## src/rtl/tgc_defines.vh

```
// Offsets, field positions, reset values and encodings for the timer gate block
`ifndef TGC_DEFINES_VH
`define TGC_DEFINES_VH
// Register byte offsets
`define TGC_CTRL_OFS 12'h000
`define TGC_GATE_OFS 12'h004
`define TGC_SENSE_OFS 12'h008
`define TGC_PERIOD_OFS 12'h00C
`define TGC_OPT_OFS 12'h010
`define TGC_COUNT_OFS 12'h014
`define TGC_T0_OFS 12'h018
`define TGC_T2_OFS 12'h01C
`define TGC_WDT_OFS 12'h020
// CTRL fields
`define TGC_CTRL_ON 0
`define TGC_CTRL_CS_LO 1
`define TGC_CTRL_CS_HI 2
`define TGC_CTRL_RST 32'h0000_0000
// GATE fields
`define TGC_GATE_GE 0
`define TGC_GATE_POL 1
`define TGC_GATE_SS_LO 2
`define TGC_GATE_SS_HI 3
`define TGC_GATE_SPM 4
`define TGC_GATE_GO 5
`define TGC_GATE_VAL 6
`define TGC_GATE_FLAG 7
// SENSE fields
`define TGC_SENSE_CH_LO 0
`define TGC_SENSE_CH_HI 3
`define TGC_SENSE_RNG_LO 4
`define TGC_SENSE_RNG_HI 5
`define TGC_SENSE_EN 6
`define TGC_SENSE_T0X 7
`define TGC_SENSE_OUT 8
// OPT fields
`define TGC_OPT_PS_LO 0
`define TGC_OPT_PS_HI 2
`define TGC_OPT_PSA 3
`define TGC_OPT_EIGHT_BIT_CLOCK_SELECT 5
`define TGC_OPT_RST 8'hFF
// Encodings
`define TGC_SS_PIN 2'h0
`define TGC_SS_T0 2'h1
`define TGC_SS_T2 2'h2
`define TGC_SS_WDT 2'h3
`define TGC_CS_OSC 2'h3
`define TGC_CS_EXT 2'h2
`define TGC_T0_MAX 8'hFF
`define TGC_PERIOD_RST 8'hFF
`define TGC_WDT_BASE_BITS 4
`endif

```

## src/rtl/tgc_timer_gate.v

```verilog
// Sixteen-bit timer with gate count-enable logic and sensing oscillator hookup
`include "tgc_defines.vh"

module tgc_timer_gate (
  input wire pclk,
  input wire presetn,
  input wire psel,
  input wire penable,
  input wire pwrite,
  input wire [11:0] paddr,
  input wire [31:0] pwdata,
  output reg [31:0] prdata,
  output wire pready,
  output wire pslverr,
  input wire gate_pin_input,
  input wire ext_timer_clock_in,
  input wire sense_osc_in,
  input wire osc_direction_in,
  input wire wdt_clock_in,
  input wire clear_watchdog_instr,
  input wire sleep_instr,
  input wire wake_event,
  output reg [15:0] sense_channel_onehot,
  output reg [1:0] osc_current_range,
  output reg watchdog_run,
  output reg watchdog_reset_req
);

  // ****************************************
  // Synchronisers and edge finders
  // ****************************************
  reg [4:0] sync1_r;
  reg [4:0] sync2_r;
  reg [4:0] sync3_r;
  wire gpin_s = sync2_r[0];
  wire gpin_rise = sync2_r[0] & ~sync3_r[0];
  wire eclk_rise = sync2_r[1] & ~sync3_r[1];
  wire osc_rise = sync2_r[2] & ~sync3_r[2];
  wire osc_dir_s = sync2_r[3];
  wire wclk_rise = sync2_r[4] & ~sync3_r[4];

  // Two flops before any logic; third flop only for edges
  always @(posedge pclk or negedge presetn) begin
    if (!presetn) begin
      sync1_r <= 5'h00;
      sync2_r <= 5'h00;
      sync3_r <= 5'h00;
    end else begin
      sync1_r <= {wdt_clock_in, osc_direction_in, sense_osc_in, ext_timer_clock_in,
                  gate_pin_input};
      sync2_r <= sync1_r;
      sync3_r <= sync2_r;
    end
  end

  // ****************************************
  // Registers
  // ****************************************
  reg timer_on_r;
  reg [1:0] timer_clock_select_r;
  reg gate_count_enable_r;
  reg gate_polarity_r;
  reg [1:0] gate_source_select_r;
  reg gate_single_pulse_mode_r;
  reg gate_acquire_go_r;
  reg gate_event_flag_r;
  reg [3:0] sense_channel_select_r;
  reg [1:0] osc_range_r;
  reg sense_enable_r;
  reg cap_timer_select_r;
  reg [7:0] period_value_r;
  reg [7:0] option_r;
  reg [15:0] count_r;
  reg [7:0] eight_bit_timer_count_r;
  reg [7:0] period_timer_count_r;
  reg [15:0] watchdog_counter_r;
  reg gate_current_value_r;
  reg gate_val_d_r;

  // Offset match; shared by every writable register
  function tgc_hit;
    input [11:0] addr;
    input [11:0] ofs;
    begin
      tgc_hit = (addr == ofs);
    end
  endfunction

  // Write strobes, one per writable register word
  wire wr = psel & penable & pwrite;
  wire wr_ctrl = wr & tgc_hit(paddr, `TGC_CTRL_OFS);
  wire wr_gate = wr & tgc_hit(paddr, `TGC_GATE_OFS);
  wire wr_sense = wr & tgc_hit(paddr, `TGC_SENSE_OFS);
  wire wr_period = wr & tgc_hit(paddr, `TGC_PERIOD_OFS);
  wire wr_opt = wr & tgc_hit(paddr, `TGC_OPT_OFS);
  wire wr_count = wr & tgc_hit(paddr, `TGC_COUNT_OFS);

  // Single-cycle answer; unmapped offsets read zero with no error
  assign pready = 1'b1;
  assign pslverr = 1'b0;

  // ****************************************
  // Gate sources
  // ****************************************
  // Eight-bit timer clock: sensing oscillator or the bus clock
  wire t0_tick = (cap_timer_select_r & ~option_r[`TGC_OPT_EIGHT_BIT_CLOCK_SELECT]) ? osc_rise : 1'b1;
  wire t0_wrap = t0_tick & (eight_bit_timer_count_r == `TGC_T0_MAX);
  wire t2_match = period_timer_count_r == period_value_r;
  wire t2_reset = t2_match;

  // Watchdog powered by gating even when timer is off
  wire wdt_gate_on = gate_count_enable_r & (gate_source_select_r == `TGC_SS_WDT);
  wire wdt_clear = clear_watchdog_instr | sleep_instr | wake_event;

  // Prescaler assigned to the watchdog stretches the interval
  function [15:0] tgc_wdt_limit;
    input [7:0] opt;
    begin
      if (opt[`TGC_OPT_PSA])
        tgc_wdt_limit = (16'h0001 << (`TGC_WDT_BASE_BITS + opt[2:0])) - 16'h0001;
      else
        tgc_wdt_limit = (16'h0001 << `TGC_WDT_BASE_BITS) - 16'h0001;
    end
  endfunction

  wire wdt_ovf = wclk_rise & (watchdog_counter_r == tgc_wdt_limit(option_r));

  // Raw source mux then polarity; one path per source
  reg gate_raw;
  always @* begin
    case (gate_source_select_r)
      `TGC_SS_PIN: gate_raw = gpin_s;
      `TGC_SS_T0: gate_raw = t0_wrap;
      `TGC_SS_T2: gate_raw = t2_reset;
      `TGC_SS_WDT: gate_raw = wdt_ovf;
      default: gate_raw = 1'b0;
    endcase
  end
  wire gate_qual = gate_polarity_r ? gate_raw : ~gate_raw;

  // ****************************************
  // Count enable and timer tick
  // ****************************************
  wire count_allow = timer_on_r & (~gate_count_enable_r | gate_qual);
  reg t1_tick;
  always @* begin
    case (timer_clock_select_r)
      `TGC_CS_OSC: t1_tick = osc_rise;
      `TGC_CS_EXT: t1_tick = eclk_rise;
      default: t1_tick = 1'b1;
    endcase
  end
  wire val_fall = gate_val_d_r & ~gate_current_value_r;
  wire spm_clr = gate_single_pulse_mode_r & val_fall;

  // ****************************************
  // Sequential state
  // ****************************************
  // Gate value pipeline; the delayed copy finds the falling edge
  always @(posedge pclk or negedge presetn) begin
    if (!presetn) begin
      gate_current_value_r <= 1'b0;
      gate_val_d_r <= 1'b0;
    end else begin
      gate_current_value_r <= gate_qual;
      gate_val_d_r <= gate_current_value_r;
    end
  end

  // Timer control and gate set-up, written only by software
  always @(posedge pclk or negedge presetn) begin
    if (!presetn) begin
      timer_on_r <= 1'b0;
      timer_clock_select_r <= 2'h0;
      gate_count_enable_r <= 1'b0;
      gate_polarity_r <= 1'b0;
      gate_source_select_r <= 2'h0;
      gate_single_pulse_mode_r <= 1'b0;
    end else begin
      if (wr_ctrl) begin
        timer_on_r <= pwdata[`TGC_CTRL_ON];
        timer_clock_select_r <= pwdata[`TGC_CTRL_CS_HI:`TGC_CTRL_CS_LO];
      end
      if (wr_gate) begin
        gate_count_enable_r <= pwdata[`TGC_GATE_GE];
        gate_polarity_r <= pwdata[`TGC_GATE_POL];
        gate_source_select_r <= pwdata[`TGC_GATE_SS_HI:`TGC_GATE_SS_LO];
        gate_single_pulse_mode_r <= pwdata[`TGC_GATE_SPM];
      end
    end
  end

  // Go bit and flag; hardware clear of go and hardware set of flag win
  always @(posedge pclk or negedge presetn) begin
    if (!presetn) begin
      gate_acquire_go_r <= 1'b0;
      gate_event_flag_r <= 1'b0;
    end else begin
      if (spm_clr)
        gate_acquire_go_r <= 1'b0;
      else if (wr_gate)
        gate_acquire_go_r <= pwdata[`TGC_GATE_GO];
      if (spm_clr & gate_acquire_go_r)
        gate_event_flag_r <= 1'b1;
      else if (wr_gate & pwdata[`TGC_GATE_FLAG])
        gate_event_flag_r <= 1'b0;
    end
  end

  // Sensing set-up; channel and range take effect on the outputs a cycle later
  always @(posedge pclk or negedge presetn) begin
    if (!presetn) begin
      sense_channel_select_r <= 4'h0;
      osc_range_r <= 2'h0;
      sense_enable_r <= 1'b0;
      cap_timer_select_r <= 1'b0;
    end else begin
      if (wr_sense) begin
        sense_channel_select_r <= pwdata[`TGC_SENSE_CH_HI:`TGC_SENSE_CH_LO];
        osc_range_r <= pwdata[`TGC_SENSE_RNG_HI:`TGC_SENSE_RNG_LO];
        sense_enable_r <= pwdata[`TGC_SENSE_EN];
        cap_timer_select_r <= pwdata[`TGC_SENSE_T0X];
      end
    end
  end

  // Period and option words; a prescaler change mid-interval may cut it short
  always @(posedge pclk or negedge presetn) begin
    if (!presetn) begin
      period_value_r <= `TGC_PERIOD_RST;
      option_r <= `TGC_OPT_RST;
    end else begin
      if (wr_period)
        period_value_r <= pwdata[7:0];
      if (wr_opt)
        option_r <= pwdata[7:0];
    end
  end

  // ****************************************
  // Counters
  // ****************************************
  // Main timer: a software load wins over a tick; holds while gated off
  always @(posedge pclk or negedge presetn) begin
    if (!presetn)
      count_r <= 16'h0000;
    else if (wr_count)
      count_r <= pwdata[15:0];
    else if (count_allow & t1_tick)
      count_r <= count_r + 16'h0001;
  end

  // Eight-bit timer wraps freely; its wrap is a gate source
  always @(posedge pclk or negedge presetn) begin
    if (!presetn)
      eight_bit_timer_count_r <= 8'h00;
    else if (t0_tick)
      eight_bit_timer_count_r <= eight_bit_timer_count_r + 8'h01;
  end

  // Period timer resets on the increment after a match
  always @(posedge pclk or negedge presetn) begin
    if (!presetn)
      period_timer_count_r <= 8'h00;
    else if (t2_match)
      period_timer_count_r <= 8'h00;
    else
      period_timer_count_r <= period_timer_count_r + 8'h01;
  end

  // Watchdog restarts on any clear or on overflow; held at zero unless gated on
  always @(posedge pclk or negedge presetn) begin
    if (!presetn)
      watchdog_counter_r <= 16'h0000;
    else if (wdt_clear | ~wdt_gate_on | wdt_ovf)
      watchdog_counter_r <= 16'h0000;
    else if (wclk_rise)
      watchdog_counter_r <= watchdog_counter_r + 16'h0001;
  end

  // ****************************************
  // Outputs
  // ****************************************
  // Channel routing only while sensing is enabled; reset never raised by gating
  always @(posedge pclk or negedge presetn) begin
    if (!presetn) begin
      sense_channel_onehot <= 16'h0000;
      osc_current_range <= 2'h0;
      watchdog_run <= 1'b0;
      watchdog_reset_req <= 1'b0;
    end else begin
      sense_channel_onehot <= sense_enable_r ? (16'h0001 << sense_channel_select_r) :
                              16'h0000;
      osc_current_range <= osc_range_r;
      watchdog_run <= wdt_gate_on;
      watchdog_reset_req <= 1'b0;
    end
  end

  // Read mux
  always @* begin
    case (paddr)
      `TGC_CTRL_OFS: prdata = {29'h0, timer_clock_select_r, timer_on_r};
      `TGC_GATE_OFS: prdata = {24'h0, gate_event_flag_r, gate_current_value_r,
                               gate_acquire_go_r, gate_single_pulse_mode_r,
                               gate_source_select_r, gate_polarity_r, gate_count_enable_r};
      `TGC_SENSE_OFS: prdata = {23'h0, osc_dir_s, cap_timer_select_r, sense_enable_r,
                                osc_range_r, sense_channel_select_r};
      `TGC_PERIOD_OFS: prdata = {24'h0, period_value_r};
      `TGC_OPT_OFS: prdata = {24'h0, option_r};
      `TGC_COUNT_OFS: prdata = {16'h0, count_r};
      `TGC_T0_OFS: prdata = {24'h0, eight_bit_timer_count_r};
      `TGC_T2_OFS: prdata = {24'h0, period_timer_count_r};
      `TGC_WDT_OFS: prdata = {16'h0, watchdog_counter_r};
      default: prdata = 32'h0000_0000;
    endcase
  end

endmodule // tgc_timer_gate

```

## config.mk

```make
export PLATFORM = sky130hd
export DESIGN_NAME = tgc_timer_gate
export DESIGN_NICKNAME = d
export VERILOG_FILES = /design/src/rtl/tgc_timer_gate.v
export VERILOG_INCLUDE_DIRS = /design/src /design/src/rtl
export SDC_FILE = /design/constraint.sdc
export NUM_CORES = 1
export LEC_CHECK = 0
export ABC_AREA = 1
export BUFFER_PORTS_ARGS = -buffer_cell sky130_fd_sc_hd__buf_2
export CORE_MARGIN = 2
export CORE_UTILIZATION = 42
export CTS_CLUSTER_DIAMETER = 30
export CTS_CLUSTER_SIZE = 24
export DETAILED_ROUTE_END_ITERATION = 7
export GPL_ROUTABILITY_DRIVEN = 0
export PLACE_DENSITY = 0.65
export SLEW_MARGIN = 20
export SYNTH_ARGS = -nofsm -noshare
export SYNTH_HDL_FRONTEND = slang
export SYNTH_SLANG_ARGS = --single-unit
```

## constraint.sdc

```tcl
create_clock -name pclk -period 2.35 [get_ports pclk]
set_clock_uncertainty 0.15 [all_clocks]
set_input_delay 0.1175 -clock pclk [delete_from_list [all_inputs] [get_ports pclk]]
set_output_delay 0.1175 -clock pclk [all_outputs]
set_load 0.02 [all_outputs]
```

* Word-level counts from Yosys, hierarchy flattened *
Index checks and enable logic that the tools add are counted.

cells by class
  mux-type cells = 16
  shifts and indexed selects = 2
  reductions and logical operators = 6
  bitwise gates (word level) = 34
  equality and inequality tests = 16
  add/sub/neg operators = 6

operator list
  kind                     number
  $pmux W16 S9             1
  $mux W16                 6
  $eq A12 B5 Y1 const B    4
  $add A16 B1 Y16 const B  2
  $shl A1 B4 Y16 const A   2
  $eq A12 B4 Y1 const B    2
  $and A1 B1 Y1            21
  $add A8 B1 Y8 const B    2
  $eq A16 B16 Y1           1
  $sub A16 B1 Y16 const B  1
  $eq A12 B3 Y1 const B    1
  $eq A12 B6 Y1 const B    1
  $logic_not A12 Y1        1
  $eq A2 B2 Y1 const B     4
  $eq A8 B8 Y1             1
  $eq A8 B8 Y1 const B     1
  $mux W8                  1
  $not A1 Y1               8
  $reduce_bool A2 Y1       4
  $mux W1                  6
  $or A1 B1 Y1             5
  $add A3 B3 Y4 const A    1
  $pmux W1 S4              1
  $eq A2 B1 Y1 const B     1
  2 further kinds          2

word-level totals
  logic and storage cells = 106
  register bits = 118
  bits of input ports = 57
  output and inout port bits = 54

* Depth between registers and ports, before layout *
  depth after elaboration = 14
  gate-level depth with buffers = 22
  depth with buffers taken out = 20

* Worst setup path before layout *
OpenSTA, ideal clock, no wires.

  kind = flip-flop to flip-flop
  from = reg option_r[2]
  to = reg count_r[5]
  arrival = 2245 ps
  path buffers = 2
  clock period less this slack = 2512 ps
  cell stages (with the launch flop) = 21
  slack = -162 ps
  data required time = 2084 ps
  setup time = 116 ps
  cells stage by stage = dfstp_2 -> buf_6 -> nor2_4 -> nand2_1 -> ha_1 -> nand2_1 -> inv_1 -> nand2_1 -> o21ai_0 -> nand3_1 -> nor2_2 -> nand4_1 -> nand2_1 -> nand2_1 -> nand2_2 -> nand3_2 -> nand2_4 -> nand2_4 -> buf_6 -> nand2_1 -> nand2_1

between the ends
  cells in the longest elaborated chain, start to end = 13

ends and longest elaborated chain
  what                            RTL line              source
  start: declaration              tgc_timer_gate.v:72   reg [7:0] option_r;
  start signal: assignment        tgc_timer_gate.v:231  option_r <= `TGC_OPT_RST;
  start signal: assignment        tgc_timer_gate.v:236  option_r <= pwdata[7:0];
  $add A3 B3 Y4 (no line) *       n/a
  $shl A1 B4 Y16 *                tgc_timer_gate.v:120  tgc_wdt_limit = (16'h0001 << (`TGC_WDT_BASE_BITS + opt[2:0])) - 16'h0001;
  $sub A16 B1 Y16 *               tgc_timer_gate.v:120
  $mux W16 *                      tgc_timer_gate.v:119  if (opt[`TGC_OPT_PSA])
  $eq A16 B16 Y1 *                tgc_timer_gate.v:126  wire wdt_ovf = wclk_rise & (watchdog_counter_r == tgc_wdt_limit(option_r));
  $and A1 B1 Y1 *                 tgc_timer_gate.v:126
  $pmux W1 S4 *                   tgc_timer_gate.v:131  case (gate_source_select_r)
  $not A1 Y1                      tgc_timer_gate.v:139  wire gate_qual = gate_polarity_r ? gate_raw : ~gate_raw;
  $mux W1 *                       tgc_timer_gate.v:139
  $or A1 B1 Y1 *                  tgc_timer_gate.v:144  wire count_allow = timer_on_r & (~gate_count_enable_r | gate_qual);
  $and A1 B1 Y1 *                 tgc_timer_gate.v:144
  $and A1 B1 Y1 *                 tgc_timer_gate.v:249  else if (count_allow & t1_tick)
  $reduce_bool A2 Y1 (no line) *  n/a
  end signal: assignment          tgc_timer_gate.v:248  count_r <= pwdata[15:0];
  end signal: assignment          tgc_timer_gate.v:250  count_r <= count_r + 16'h0001;
  end: declaration                tgc_timer_gate.v:73   reg [15:0] count_r;

Every way passes the cells marked *; elsewhere a longest branch is shown, timed or not.
A chain may end at the register's enable or synchronous reset.

* Worst setup path in the final report *
  from = reg option_r[0]
  to = reg watchdog_counter_r[13]

between the ends
  cells in the longest elaborated chain, start to end = 8
  elaborated cells between the ends (all ways) = 9
  those cells by class = add/sub: 2; eq/ne: 1; shift: 1; mux: 2; bitwise: 2; reduce/logical: 1

ends and longest elaborated chain
  what                                            RTL line              source
  $add A3 B3 Y4 (no line) *                       n/a
  $shl A1 B4 Y16 *                                tgc_timer_gate.v:120
  $sub A16 B1 Y16 *                               tgc_timer_gate.v:120
  $mux W16 *                                      tgc_timer_gate.v:119
  $eq A16 B16 Y1 *                                tgc_timer_gate.v:126
  $and A1 B1 Y1 *                                 tgc_timer_gate.v:126
  $or A1 B1 Y1 *                                  tgc_timer_gate.v:275  else if (wdt_clear | ~wdt_gate_on | wdt_ovf)
  $mux W16 or $reduce_bool A2 Y1 (tied branches)  n/a
  end signal: assignment                          tgc_timer_gate.v:278  watchdog_counter_r <= watchdog_counter_r + 16'h0001;
  end: declaration                                tgc_timer_gate.v:76   reg [15:0] watchdog_counter_r;

Marks and branches as above.

==> metrics.md <==
| Metric | Value |
|---|---|
| CTS Buf Count | `17` |
| Final hold slack | `0.09844 ns` |
| Top-count cell post-synth | `nand2_1` |
| Syn_area_per_cell | `7.893 sq um` |
| Adder-cell share of the synthesized area | `0.009944` |
| Critical path capture point type | `register` |
| CTS tree | `yes` |
| Worst IR drop on VDD | `0.4983 mV` |
| Comb power frac | `0.080` |
| Drt total wl | `18270 um` |
| Footprint of the multi-input gates | `3075 sq um` |
| Fin. max-slew vios | `0` |
| Root Buffer | `clkbuf_16` |
| Power Dens Cells | `609.8 nW/um^2` |
| WL per Instance | `15.88 um` |
| Synth Area in Compound Gates | `0.1187` |
| Static leakage | `3.722 nW` |
| First-pass GRT wire length | `29350 um` |
| Worst Setup SP | `option_r[0]$_DFFE_PN1P_` |
| Largest family of logic cells by synthesized area | `simple AND/OR/NAND/NOR gates` |
| Synth area leaders | `dfrtp_1, nand2_1, dfstp_2` |
| Rel. slew slack | `0.6579` |
| Clock power share | `0.496` |
| Core area | `14590 sq um` |
| Clock latency on the worst-skew pair | `0.42 ns` |
| FP Rows | `44` |
| Sequential share of power | `0.424` |
| Final Instance Area | `8290 sq um` |
| Initial core utilization | `0.4312` |
| Share of cells above drive strength 1 | `0.2616` |
| Min-Delay Path Class | `in2reg` |
| Switch share | `0.2355` |
| Share of the synthesized area in the top cell type | `0.3978` |
| Drt first pass iters | `5` |
| Failing checks | `negative setup slack` |
| RSZ-0062 raised after global routing | `yes` |
| Clock buffer depth | `2` |
| Pwr Total | `5.056 mW` |
| Crit path required time | `2.50 ns` |
| Grt ovf | `0` |
| Die H | `126.4 um` |
| CP arrival | `2.79 ns` |
| Clock-pin slew on the worst setup and hold paths | `0.05 ns` |
| Synthesized area | `6291 sq um` |
| Top cell type by total area after synthesis | `dfrtp_1` |
| Psw | `1.191 mW` |
| DRC Markers | `0` |
| Vias per inst | `5.235` |
| Pin count of the biggest net entering global routing | `49` |
| Setup ws final | `-0.2894 ns` |
| Worst Max-Slew Pin Slew | `0.5125 ns` |
| Net count, final | `1016` |
| Post-DP Area | `7156 sq um` |
| Ys flop type | `dfrtp_1` |
| Synth unique cells | `41` |
| Status | `complete, but fails checks` |
| Register bit total from synthesis | `116` |
| Reg area | `2923 sq um` |
| Total die area | `15970 sq um` |
| Clock sinks | `116` |
| Final ANT Viol Nets | `0` |
| Ant diodes | `0` |
| # port buffers | `75` |
| Internal power | `3.865 mW` |
| CP max FO | `5` |
| Clock period minus worst slack | `2.639 ns` |
| GRT Util Overall | `0.2361` |
| Syn. warnings | `0` |
| I/O pin cnt | `111` |
| Dpl cells | `1091` |
| Max-cap viol count | `0` |
| Crit path kind | `reg2reg` |
| Fin crit share | `1.123` |
| FFs w/ async S/R, synth | `1.000` |
| Seq/Total Area, Yosys | `0.4646` |
| Simple-gate area share of the yosys netlist | `0.2725` |
| Area growth syn-to-layout | `31.78%` |
| EDFF count, synth | `0` |
| Origin of the critical flop-to-flop path | `option_r[0]$_DFFE_PN1P_` |
| Synth Area in XOR/XNOR | `0.03481` |
| CP Launch Type | `register` |
| HP Start | `wake_event` |
| Final non-filler cell total | `1151` |
| Die width | `126.4 um` |
| Antenna violations before repair | `0` |
| DRT iter0 DRCs | `636` |
| H-tree Lvls | `4` |
| Mux cell area share after synthesis | `0` |
| DP Wirelength | `13270 um` |
| Synthesized instance count | `797` |
| Synth cell count leaders | `nand2_1, dfrtp_1, inv_1` |
| Via Count | `6025` |
| Final Hold Vio Count | `0` |
| Final setup viols | `27` |
| Vias in the first global route | `5518` |
| Peak Freq | `0.3789 GHz` |
| FILL cells | `1363` |
[final timing paths]
| path | to | slack (ns) | cells after the start |
|---|---|---|---|
| setup / recovery | watchdog_counter_r[13]$_DFFE_PN0P_ | -0.29 | 18 |
| hold / removal | watchdog_counter_r[1]$_DFFE_PN0P_ | 0.1 | 6 |
| setup reg to reg | watchdog_counter_r[13]$_DFFE_PN0P_ | -0.29 | 18 |
| hold reg to reg | sync2_r[2]$_DFF_PN0_ | 0.20 | 0 |
| max in group asynchronous | sync2_r[1]$_DFF_PN0_ | 1.22 | 3 |
| min in group asynchronous | osc_current_range[0]$_DFF_PN0_ | 0.11 | 3 |
[what timing repair did]
| item | 4_1_cts | 5_1_grt |
|---|---|---|
| resized for setup | 21 | 63 |
| setup buffers | 3 | 2 |
| cloned | 2 | 0 |
| endpoints found under the setup margin | 29 | 38 |
| hold buffers | 23 | 0 |
| endpoints found under the hold margin | 146 | 0 |
| pin swaps | 18 | 26 |
[flip-flops by register name (all words and copies together), names as in the netlist, 2 cells and up]
name	count
period_timer_count_r	8
sync1_r	5
option_r	8
count_r	16
timer_clock_select_r	2
eight_bit_timer_count_r	8
period_value_r	8
watchdog_counter_r	16
osc_range_r	2
sync3_r	3
sense_channel_select_r	4
gate_source_select_r	2
osc_current_range	2
sense_channel_onehot	16
sync2_r	5
[power groups by stage]
stage	registers, mW	clock network [mW]	logic (mW)
after floorplan	2.16	0	0.238
after global placement	2.17	0	0.365
after detailed placement	2.17	0	0.371
after CTS	2.14	2.54	0.403
after global routing	2.15	2.67	0.458
final	2.14	2.51	0.404
[critical path, stage by stage, from the launching register on]
cell,delay [ns]
dfstp_2,0.55
nand2_2,0.07
ha_4,0.26
inv_2,0.03
nand2_1,0.04
nand2_1,0.05
nand2_1,0.06
nand2_1,0.05
nor2_1,0.10
nand2_1,0.06
nor2_2,0.15
nand3_2,0.13
nand3_4,0.14
buf_6,0.11
nand2_4,0.05
inv_6,0.10
nand4_1,0.13
nor3_1,0.19
nor2_1,0.07
[kinds of logic (layout without fill, tap and decap cells)]
logic type,after synthesis,after routing
AOI/OAI and AO/OA,129,129
xor gates and xnor gates,25,25
adders and majority gates,5,5
buffers and inverters,137,289
DFF,116,116
other,2,19
and+or+nand+nor,383,384
[cell type report]
type                            instances  area share
Multi-Input combinational cell        562      0.3710
Sequential cell                       116      0.3526
Timing Repair Buffer                  155      0.1324
Clock buffer                           27     0.05946
Inverter                              102     0.04754
Tap cell                              184     0.02777
Clock inverter                          5    0.009357
[layout by cell type (no fill, tap or decap), types with 3 or more instances in the layout]
cell           count
nor2_2             7
clkbuf_16         17
inv_2              7
dfstp_2           16
nor2_1            73
nor2_4             5
nand4_1           13
nor4_1             4
ha_1               4
o21ai_1            4
nor3_1            14
nand3_4            3
dlygate4sd3_1     23
a221oi_1           9
a21oi_1           12
o22ai_1           19
o211ai_1           5
o21ai_0           62
xnor2_1            3
xor2_1            22
nand2_2           18
clkbuf_8           3
nor3_2             6
inv_1             92
conb_1            19
a21oi_2            5
dfrtp_1          100
buf_2             74
o21ai_2            4
nand3_1           49
nand3_2            9
clkbuf_1           7
buf_6             11
nand2_1          170
nand2_4            5
buf_4             45
[metrics by stage]
stage,setup WS (ns),utilization,TNS (ns)
after CTS,-0.1976,0.5519,-4.206
after global placement,-0.1378,0.4905,-2.561
after detailed placement,-0.1716,0.4905,-3.724
after floorplan,-0.06158,-,-0.6121
after global routing,-0.4590,0.5683,-10.25
final,-0.2894,0.5683,-5.795
[layer usage]
metal	GRT usage	vias to the layer above	part of all wire
met5	0	-	0
met4	0.06981	0	0.019
met3	0.05441	27	0.073
met2	0.3523	234	0.45
met1	0.3439	2868	0.46
li1	-	2896	-
Power figures use the tool's default switching activity.
